<file path="config.mk">
export PLATFORM = sky130hd
export DESIGN_NAME = backup_rail_strobe_slots
export DESIGN_NICKNAME = d
export VERILOG_FILES = /design/src/design/backup_rail_strobe_slots.v
export VERILOG_INCLUDE_DIRS = /design/src /design/src/design
export SDC_FILE = /design/constraint.sdc
export NUM_CORES = 1
export LEC_CHECK = 0
export BUFFER_PORTS_ARGS = -buffer_cell sky130_fd_sc_hd__buf_2
export CORE_MARGIN = 2
export CORE_UTILIZATION = 42
export DETAILED_ROUTE_END_ITERATION = 6
export HOLD_SLACK_MARGIN = 0.12
export PLACE_DENSITY = 0.76
export SLEW_MARGIN = 0
export SYNTH_ARGS = -nofsm -noshare
export SYNTH_HDL_FRONTEND = slang
export SYNTH_SLANG_ARGS = --single-unit
</file>
<file path="constraint.sdc">
create_clock -name clk -period 0.8 [get_ports clk]
set_input_delay 0.08 -clock clk [delete_from_list [all_inputs] [get_ports clk]]
set_output_delay 0.08 -clock clk [all_outputs]
set_load 0.02 [all_outputs]
</file>
<file path="src/design/backup_rail_slot_defs.vh">
// constants for the backup rail strobe slot register
`ifndef BACKUP_RAIL_SLOT_DEFS_VH
`define BACKUP_RAIL_SLOT_DEFS_VH
`define SLOT_REG_OFFSET 8'h24
`define SLOT_REG_RESET 8'h12
`define SLOT_REG_MASK 8'h33
`define SLOT_B_HI 5
`define SLOT_B_LO 4
`define SLOT_A_HI 1
`define SLOT_A_LO 0
`define SLOT_CODE_NONE0 2'h0
`define SLOT_CODE_STROBE1 2'h1
`define SLOT_CODE_STROBE2 2'h2
`define SLOT_CODE_NONE3 2'h3
`define STROBE_ONE 4'h1
`define STROBE_TWO 4'h2
`define SLOT_A_RESET 2'h2
`define SLOT_B_RESET 2'h1
`define SLOT_REG_ZERO 8'h00
`define RST_SYNC_INIT 1'h0
`define RST_SYNC_DONE 1'h1
`define SEAL_SYNC_INIT 1'h1
`define RAIL_ON 1'h1
`define RAIL_OFF 1'h0
`endif

</file>
<file path="src/design/backup_rail_strobe_slots.v">
// backup rail strobe slot register and early strobe enable logic
`timescale 1ns/1ps
`include "backup_rail_slot_defs.vh"

module backup_rail_strobe_slots (
    // clock and reset
    input wire clk,
    input wire reset_n,
    // register port
    input wire [7:0] regAddr,
    input wire regWrite,
    input wire [7:0] regWdata,
    output reg [7:0] regRdata,
    // sequencer side
    input wire [3:0] strobeNum,
    input wire strobeValid,
    input wire seqPowerDown,
    input wire freshness_seal_flag,
    // rail enables
    output reg backup_rail_a,
    output reg backup_rail_b
);
    wire resetSync_n;
    wire sealSync;
    wire sealBroken;
    wire regSelect;
    wire regHit;
    wire strobeAllowed;
    wire powerDownAllowed;
    wire [1:0] backup_rail_a_slot;
    wire [1:0] backup_rail_b_slot;
    wire aSet;
    wire aClear;
    wire bSet;
    wire bClear;
    reg [7:0] next_regRdata;
    reg next_backup_rail_a;
    reg next_backup_rail_b;

    // reset release
    sync_two_flop #(
        .RESET_LEVEL(`RST_SYNC_INIT)
    ) u_reset_sync (
        .clk(clk),
        .clear_n(reset_n),
        .dataIn(`RST_SYNC_DONE),
        .dataOut(resetSync_n)
    );

    // seal flag synchroniser, reads as broken until a real sample has landed
    sync_two_flop #(
        .RESET_LEVEL(`SEAL_SYNC_INIT)
    ) u_seal_sync (
        .clk(clk),
        .clear_n(resetSync_n),
        .dataIn(freshness_seal_flag),
        .dataOut(sealSync)
    );

    assign sealBroken = sealSync;
    assign regSelect = (regAddr == `SLOT_REG_OFFSET);
    assign regHit = regWrite && regSelect;
    assign strobeAllowed = strobeValid && !sealBroken;
    assign powerDownAllowed = seqPowerDown && !sealBroken;

    // slot field of rail a
    rail_slot_unit #(
        .RESET_CODE(`SLOT_A_RESET)
    ) u_slot_a (
        .clk(clk),
        .clear_n(resetSync_n),
        .writeHit(regHit),
        .writeCode(regWdata[`SLOT_A_HI:`SLOT_A_LO]),
        .strobeNum(strobeNum),
        .strobeAllowed(strobeAllowed),
        .powerDownAllowed(powerDownAllowed),
        .slotCode(backup_rail_a_slot),
        .railSet(aSet),
        .railClear(aClear)
    );

    // slot field of rail b
    rail_slot_unit #(
        .RESET_CODE(`SLOT_B_RESET)
    ) u_slot_b (
        .clk(clk),
        .clear_n(resetSync_n),
        .writeHit(regHit),
        .writeCode(regWdata[`SLOT_B_HI:`SLOT_B_LO]),
        .strobeNum(strobeNum),
        .strobeAllowed(strobeAllowed),
        .powerDownAllowed(powerDownAllowed),
        .slotCode(backup_rail_b_slot),
        .railSet(bSet),
        .railClear(bClear)
    );

    // rail enables, a set in the same cycle wins over a power-down
    always @*
    begin
        next_backup_rail_a = backup_rail_a;
        next_backup_rail_b = backup_rail_b;
        if (aSet)
        begin
            next_backup_rail_a = `RAIL_ON;
        end
        else if (aClear)
        begin
            next_backup_rail_a = `RAIL_OFF;
        end
        if (bSet)
        begin
            next_backup_rail_b = `RAIL_ON;
        end
        else if (bClear)
        begin
            next_backup_rail_b = `RAIL_OFF;
        end
    end

    always @(posedge clk or negedge resetSync_n)
    begin
        if (!resetSync_n)
        begin
            backup_rail_a <= `RAIL_OFF;
            backup_rail_b <= `RAIL_OFF;
        end
        else
        begin
            backup_rail_a <= next_backup_rail_a;
            backup_rail_b <= next_backup_rail_b;
        end
    end

    // read image, reserved bits stay zero
    always @*
    begin
        next_regRdata = `SLOT_REG_ZERO;
        if (regSelect)
        begin
            next_regRdata[`SLOT_B_HI:`SLOT_B_LO] = backup_rail_b_slot;
            next_regRdata[`SLOT_A_HI:`SLOT_A_LO] = backup_rail_a_slot;
        end
    end

    always @(posedge clk or negedge resetSync_n)
    begin
        if (!resetSync_n)
        begin
            regRdata <= `SLOT_REG_ZERO;
        end
        else
        begin
            regRdata <= next_regRdata;
        end
    end
endmodule // backup_rail_strobe_slots

// two-flop synchroniser with an asynchronous clear to a chosen level
module sync_two_flop #(
    parameter [0:0] RESET_LEVEL = `RST_SYNC_INIT
) (
    // clock and clear
    input wire clk,
    input wire clear_n,
    // data
    input wire dataIn,
    output reg dataOut
);
    reg dataMeta;

    // only the second flop is read outside
    always @(posedge clk or negedge clear_n)
    begin
        if (!clear_n)
        begin
            dataMeta <= RESET_LEVEL;
            dataOut <= RESET_LEVEL;
        end
        else
        begin
            dataMeta <= dataIn;
            dataOut <= dataMeta;
        end
    end
endmodule // sync_two_flop

// one rail's slot field with its strobe and power-down decode
module rail_slot_unit #(
    parameter [1:0] RESET_CODE = `SLOT_CODE_NONE0
) (
    // clock and clear
    input wire clk,
    input wire clear_n,
    // register write
    input wire writeHit,
    input wire [1:0] writeCode,
    // sequencer side
    input wire [3:0] strobeNum,
    input wire strobeAllowed,
    input wire powerDownAllowed,
    // slot state and rail requests
    output reg [1:0] slotCode,
    output wire railSet,
    output wire railClear
);
    wire atStrobeOne;
    wire atStrobeTwo;
    wire underControl;

    always @(posedge clk or negedge clear_n)
    begin
        if (!clear_n)
        begin
            slotCode <= RESET_CODE;
        end
        else if (writeHit)
        begin
            slotCode <= writeCode;
        end
    end

    assign atStrobeOne = (slotCode == `SLOT_CODE_STROBE1) && (strobeNum == `STROBE_ONE);
    assign atStrobeTwo = (slotCode == `SLOT_CODE_STROBE2) && (strobeNum == `STROBE_TWO);
    // codes 0 and 3 keep the rail away from the sequencer both ways
    assign underControl = (slotCode != `SLOT_CODE_NONE0) && (slotCode != `SLOT_CODE_NONE3);
    assign railSet = strobeAllowed && (atStrobeOne || atStrobeTwo);
    assign railClear = powerDownAllowed && underControl;
endmodule // rail_slot_unit

</file>
==> summary.txt, run 1 <==
Floorplanning
  – Die height: 43.2 um
  – Core Region: 1470 um2
  – Die width: 43.2 um
  – Starting density of the core: 43.9%
  – FP Rows: 14
  – Number of I/O pins: 36
  – Full die area: 1870 um2

Route
  – 1st-iter DRT viols: 1
  – Wirelength per Cell: 13.0 um
  – Total number of vias: 523
  – Max Used Layer: met4
  – Post-Route M1 WL: 554 um
  – Post-Route WL: 1440 um
  – Met3 wire length: 57 um
  – Average vias per placed instance: 4.71
  – DR WL met2: 787 um
  – TritonRoute pass-1 iters: 4
  – DRC Markers: 0
  – Routed Antenna Nets: 0

Layout
  – Final cell count without fillers: 111
  – Area of the multi-input gates: 329 um2
  – Fill cells: 111
  – ANT cells: 0
  – Reg area: 357 um2
  – Post-layout nets: 126
  – Cell area after layout: 1060 um2
  – Area grow syn2layout: 64.7%
  – Finished Core Util: 72.3%
  – Layout cells sized above 1: 63.2%

Synthesis
  – Syn. warnings: 0
  – Post-Synthesis Cells: 51
  – Seq/Total Area, Yosys: 55.0%
  – Seq cells post-synth: 14
  – Post-synth cell types: 18
  – Mean post-synth cell area: 12.7 um2
  – Post-Synthesis Cell Area: 646 um2

STA
  – Max Clock Freq: 914 MHz
  – Hold Fails Final Rpt: 0
  – Setup Skew: 0.00551 ns
  – RSZ-0062 raised after global routing: true
  – Post-route clock period utilization: 137%
  – Endpoints failing setup: 15
  – Setup TNS: -1.69 ns
  – Count of final max-slew check failures: 0
  – Final WS setup: -0.294 ns
  – Min Tclk post-route: 1.09 ns

Status
  – Run status: complete, but fails checks
  – Failing checks: negative setup slack

Placed design
  – Placed cells: 97
  – HPWL after detailed placement: 872 um
  – Placed inst area: 816 um2
  – Placer Congestion: 0.733
  – IO Port Bufs: 27

Worst setup path
  – Critical path arrival: 1.27 ns
  – CP startpoint kind: register
  – Req. time, crit path: 0.98 ns
  – Biggest fanout along the worst timing path: 3
  – CP endpoint kind: register
  – Class of the most critical setup path: register to register

Run
  – Max cap viols: 0

Global route
  – First-pass GRT wire length: 2300 um
  – Initial antenna violation count: 0
  – Total grt overflow: 0
  – Largest net degree at the start of global routing: 13
  – GRT Util Overall: 18.3%
  – Vias in the first global route: 527

Clock network
  – Clk slew on worst S/H paths: 0.09 ns
  – Num CTS Buffers: 3
  – Total clock sinks: 14
  – H-tree Lvls: 1
  – CTS root buf: clkbuf_4
  – CTS Buffer Depth: 2
  – Worst skew pair latency: 0.29 ns
  – CTS tree: built

Power and ir drop
  – Pwr dens: 1430 nW/um2
  – Sw frac: 23.9%
  – Max IR drop VDD: 1.08 mV
  – Pint: 1.16 mW
  – Sw Pwr: 364 uW
  – Power share of the clock group: 33.7%
  – Logic pwr share: 15.7%
  – Static Leak: 0.523 nW
  – Flop pwr share: 50.6%
  – Total power: 1.52 mW

Min path
  – Worst min path class: primary input to register
[flip-flops by register name, summed over array words and instances, names as in the netlist]
signal / count
u_seal_sync.dataOut: 1
u_seal_sync.dataMeta: 1
u_reset_sync.dataOut: 1
u_slot_a.slotCode: 2
u_reset_sync.dataMeta: 1
regRdata: 4
u_slot_b.slotCode: 2
backup_rail_a: 1
backup_rail_b: 1
[cells by family (layout without fill, tap and decap cells)]
logic type,Yosys count,count (layout),share of synthesized area (%)
adder cells (fa/ha/maj),4,4,7.75
flip-flops,14,14,55.0
buffers and inverters,8,49,6.98
AND/OR/NAND/NOR,13,13,16.7
other,2,5,1.16
multiplexers,4,4,6.98
AO/OA/AOI/OAI,6,6,5.43
[routing by layer]
layer	vias up	global-route usage, %
met5	-	0
met4	0	12.7
met3	4	5.11
met2	18	30.7
met1	251	19.5
li1	250	-
[worst paths after layout]
| check | start | endpoint | slack (ns) | depth (start not counted) |
|---|---|---|---|---|
| max | u_slot_a.slotCode[1] | backup_rail_a | -0.29 | 4 |
| min | strobeNum[2] | backup_rail_b | 0.06 | 3 |
| max reg2reg | u_slot_a.slotCode[1] | backup_rail_a | -0.29 | 4 |
| min reg2reg | u_reset_sync.dataOut | backup_rail_b | 0.20 | 0 |
| max in group asynchronous | reset_n | u_reset_sync.dataMeta | 0.05 | 3 |
| min in group asynchronous | u_reset_sync.dataOut | backup_rail_b | 0.20 | 0 |
[power groups by stage]
stage               clock [mW]  sequential (mW)  combinational (mW)
detailed placement           0            0.779               0.155
global route             0.575            0.776               0.259
floorplan                    0            0.780              0.0770
CTS                      0.524            0.772               0.214
global placement             0            0.776               0.149
finish                   0.513            0.771               0.240
[layout by cell type, fill, tap and decap left out, drive strengths merged, types with 2 or more instances in the layout]
master,instances
nor2b,3
clkbuf,4
o21ai,4
a22oi,2
inv,4
ha,4
dfrtp,10
mux2,4
and2,4
dlygate4sd3,7
buf,34
conb,5
dfstp,4
[synth_stat cells]
| cell | n | share of area [%] |
|---|---|---|
| a22oi_1 | 2 | 2.3 |
| and2_1 | 4 | 3.9 |
| and3_2 | 1 | 1.2 |
| buf_4 | 4 | 4.7 |
| conb_1 | 2 | 1.2 |
| dfrtp_1 | 10 | 39 |
| dfstp_2 | 4 | 16 |
| ha_1 | 4 | 7.8 |
| inv_1 | 4 | 2.3 |
| mux2_1 | 2 | 3.5 |
| mux2_2 | 2 | 3.5 |
| nand2b_1 | 1 | 0.97 |
| nand4_2 | 1 | 1.9 |
| nor2_1 | 1 | 0.58 |
| nor2b_1 | 3 | 2.9 |
| nor4b_4 | 1 | 3.7 |
| o21ai_0 | 4 | 3.1 |
| or4b_1 | 1 | 1.6 |
[critical path, stage by stage, from the launching register on]
cell and delay [ns]:
dfstp_2 0.59, inv_2 0.06, ha_4 0.15, a22oi_2 0.10, o21ai_1 0.07
[cell type report]
class | instances | area share [%]
tap | 16 | 1.88
clock buffer | 4 | 3.41
sequential | 14 | 33.5
inverter | 4 | 1.41
multi-input combinational | 32 | 30.9
timing repair buffer | 41 | 28.8
[per-stage QoR]
| step | hold WS (ns) | setup slack (ns) |
|---|---|---|
| after floorplan | -0.216 | -0.298 |
| after global placement | -0.135 | -0.322 |
| after detailed placement | -0.133 | -0.340 |
| after CTS | 0.0180 | -0.315 |
| after global routing | 0.0596 | -0.327 |
| final | 0.0611 | -0.294 |
[repair_timing]
action                                  in CTS  in global routing
endpoints found under the hold margin        9                  5
endpoints found under the setup margin      14                 18
hold buffers                                 6                  2
pin swaps                                    7                  1
buffers inserted                             1                  3
gates resized for setup                     26                  6
Power figures use the tool's default switching activity.
==> inputs of run 2 (changes only) <==
BUFFER_PORTS_ARGS = unset   (was -buffer_cell sky130_fd_sc_hd__buf_2)
CORE_AREA = 2 2 39 41   (was unset)
CORE_MARGIN = unset   (was 2)
CORE_UTILIZATION = unset   (was 42)
DIE_AREA = 0 0 41 43   (was unset)
DONT_BUFFER_PORTS = 1   (was unset)
PLACE_DENSITY = 0.63   (was 0.76)
==> run 2 against run 1 <==
  * The flow finishes with violations (negative hold slack, negative setup slack)
  * Critical path depth decreased by 1
  * Final cell count decreased by 22%
  * Non-clock buffer count decreased by 24
  * Die area decreased by 5.6%
  * Clock power decreased by 3%
  * Via count decreased by 20%
  * Sequential power decreased by 1%
  * Largest cell class unchanged
  * Largest power group unchanged
  * Highest routed layer unchanged
==> summary.txt, run 2 (synthesized netlist as in run 1, its figures left out) <==
Clock network
  – CTS Buffer Depth: 2 (unchanged)
  – H-tree Lvls: 1 (unchanged)
  – CTS tree: built (unchanged)
  – CTS root buf: clkbuf_4 (unchanged)
  – CTS Hold Bufs: 7 (was 6)
  – Clk slew on worst S/H paths: 0.08 ns (was 0.09 ns)
  – Total clock sinks: 14 (unchanged)
  – Worst skew pair latency: 0.28 ns (was 0.29 ns)
  – Num CTS Buffers: 3 (unchanged)

Worst setup path
  – Slowest-stage cell, CP: dfstp_2 (unchanged)
  – CP Buf/Inv Count: 0 (was 1)
  – Critical path arrival: 1.28 ns (was 1.27 ns)
  – R2R cell count: 3 (was 4)
  – Worst path cell trace: ha_1, o21ai_2, o21ai_2 (was inv_2, ha_4, a22oi_2, o21ai_1)
  – R2r startpoint: u_slot_a.slotCode[1] (unchanged)
  – Worst path top cell family by delay: flip-flops (unchanged)
  – FF-to-FF setup slack: -0.31 ns (was -0.29 ns)
  – Biggest fanout along the worst timing path: 3 (unchanged)
  – Req. time, crit path: 0.97 ns (was 0.98 ns)
  – CP endpoint kind: register (unchanged)
  – Top cell by count, worst path: o21ai_2
  – CP max stage delay: 0.56 ns (was 0.59 ns)
  – CP startpoint kind: register (unchanged)
  – Class of the most critical setup path: register to register (unchanged)
  – RR Endpoint: backup_rail_a (unchanged)

Global route
  – Vias in the first global route: 386 (was 527)
  – GRT Util Overall: 13.8% (was 18.3%)
  – First-pass GRT wire length: 1550 um (was 2300 um)
  – Largest net degree at the start of global routing: 9 (was 13)
  – Total grt overflow: 0 (unchanged)
  – Initial antenna violation count: 0 (unchanged)

STA
  – Endpoints failing setup: 14 (was 15)
  – Count of final max-slew check failures: 0 (unchanged)
  – Setup Skew: 0.000463 ns (was 0.00551 ns)
  – RSZ-0062 raised after global routing: true (unchanged)
  – Worst Hold Slack: -0.0117 ns (was 0.0611 ns)
  – Final WS setup: -0.313 ns (was -0.294 ns)
  – Hold Fails Final Rpt: 2 (was 0)
  – Max Clock Freq: 898 MHz (was 914 MHz)
  – Post-route clock period utilization: 139% (was 137%)
  – Min Tclk post-route: 1.11 ns (was 1.09 ns)

Route
  – Average vias per placed instance: 4.80 (was 4.71)
  – DRC Markers: 0 (unchanged)
  – 1st-iter DRT viols: 0 (was 1)
  – Wirelength per Cell: 12.4 um (was 13.0 um)
  – Total number of vias: 418 (was 523)
  – Routed Antenna Nets: 0 (unchanged)
  – Post-Route WL: 1080 um (was 1440 um)
  – TritonRoute pass-1 iters: 1 (was 4)

Floorplanning
  – FP Rows: 14 (unchanged)
  – Core Region: 1380 um2 (was 1470 um2)
  – Starting density of the core: 46.7% (was 43.9%)
  – Full die area: 1760 um2 (was 1870 um2)
  – Number of I/O pins: 36 (unchanged)
  – Die height: 43 um (was 43.2 um)
  – Die width: 41 um (was 43.2 um)

Layout
  – Commonest non-fill, non-tap cell in the layout: dlygate4sd3_1 (was buf_2)
  – ANT cells: 0 (unchanged)
  – Largest register by flop count: regRdata (unchanged)
  – Area grow syn2layout: 41.7% (was 64.7%)
  – Final cell count without fillers: 87 (was 111)
  – Post-layout nets: 102 (was 126)
  – Largest regs: regRdata x4, u_slot_a.slotCode x2, u_slot_b.slotCode x2 (unchanged)
  – Largest register FFs: 4 (unchanged)
  – Layout cells sized above 1: 57.7% (was 63.2%)

Run
  – Max cap viols: 0 (unchanged)

Status
  – Failing checks: negative hold slack, negative setup slack (was negative setup slack)
  – Run status: complete, but fails checks (unchanged)

Min path
  – WHS Endpoint: backup_rail_b (unchanged)
  – Worst Min Path Start: strobeNum[3] (was strobeNum[2])
  – Worst min path class: primary input to register (unchanged)
  – Hold-critical path depth: 2 (was 3)

Placed design
  – IO Port Bufs: 0 (was 27)
  – Placer Congestion: 0.725 (was 0.733)
  – HPWL after detailed placement: 811 um (was 872 um)
  – Placed cells: 74 (was 97)
  – Worst slack, placed: -0.335 ns (was -0.340 ns)

Power and ir drop
  – Pwr dens: 1580 nW/um2 (was 1430 nW/um2)
  – Total power: 1.45 mW (was 1.52 mW)
  – Static Leak: 0.418 nW (was 0.523 nW)
  – Max IR drop VDD: 0.990 mV (was 1.08 mV)
run 2: cell types whose count changed in the layout (fill, tap and decap cells not counted), sizes merged:
cell  previous run  this run
buf             34        10
run 2: worst max-delay path by stage:
stage	startpoint	endpoint	slack, ns	cells past startpoint
2_1_floorplan	u_slot_b.slotCode[0]	backup_rail_b	-0.30	4
3_3_place_gp	u_slot_b.slotCode[0]	backup_rail_b	-0.31	4
3_5_place_dp	u_slot_b.slotCode[0]	backup_rail_b	-0.33	4
4_1_cts	u_slot_b.slotCode[0]	backup_rail_b	-0.32	4
5_1_grt	u_slot_a.slotCode[1]	backup_rail_a	-0.34	3
6_report	u_slot_a.slotCode[1]	backup_rail_a	-0.31	3
run 2: power by group:
group          internal (mW)  total (mW)  switching (mW)
logic                  0.107       0.192          0.0852
clock network          0.277       0.498           0.221
registers              0.741       0.760          0.0189
run 2: cell type report:
cell class / instances / area [um2]
flip-flops and latches: 14 / 362
multi-input cells: 32 / 318
inverters: 4 / 15.0
well taps: 16 / 20.0
repair buffers: 17 / 164
fillers: 102 / 469
clock buffers: 4 / 36.3
run 2: stage by stage:
stage / TNS, ns / cell area, um2 / utilization (%)
6_report: -1.19 / 915 / 66.1
5_1_grt: -1.61 / 915 / 66.1
4_1_cts: -1.34 / 867 / 62.7
3_5_place_dp: -1.46 / 711 / 51.4
3_3_place_gp: -1.31 / 711 / 51.4
2_1_floorplan: -1.08 / 661 / -
run 2: what timing repair did:
action                                 CTS  global route
endpoints found under the hold margin    9             2
pin swaps                                2             7
setup buffers                            0             3
gates resized for setup                 14            12
gates cloned                             0             0
setup endpoints to repair               14            15
run 2: per-layer routing:
metal  wire length [um]  global-route usage, %
met1                417                   15.9
met2                574                   20.0
met3                 68                   6.81
met4                 17                   7.33
met5                  0                      0
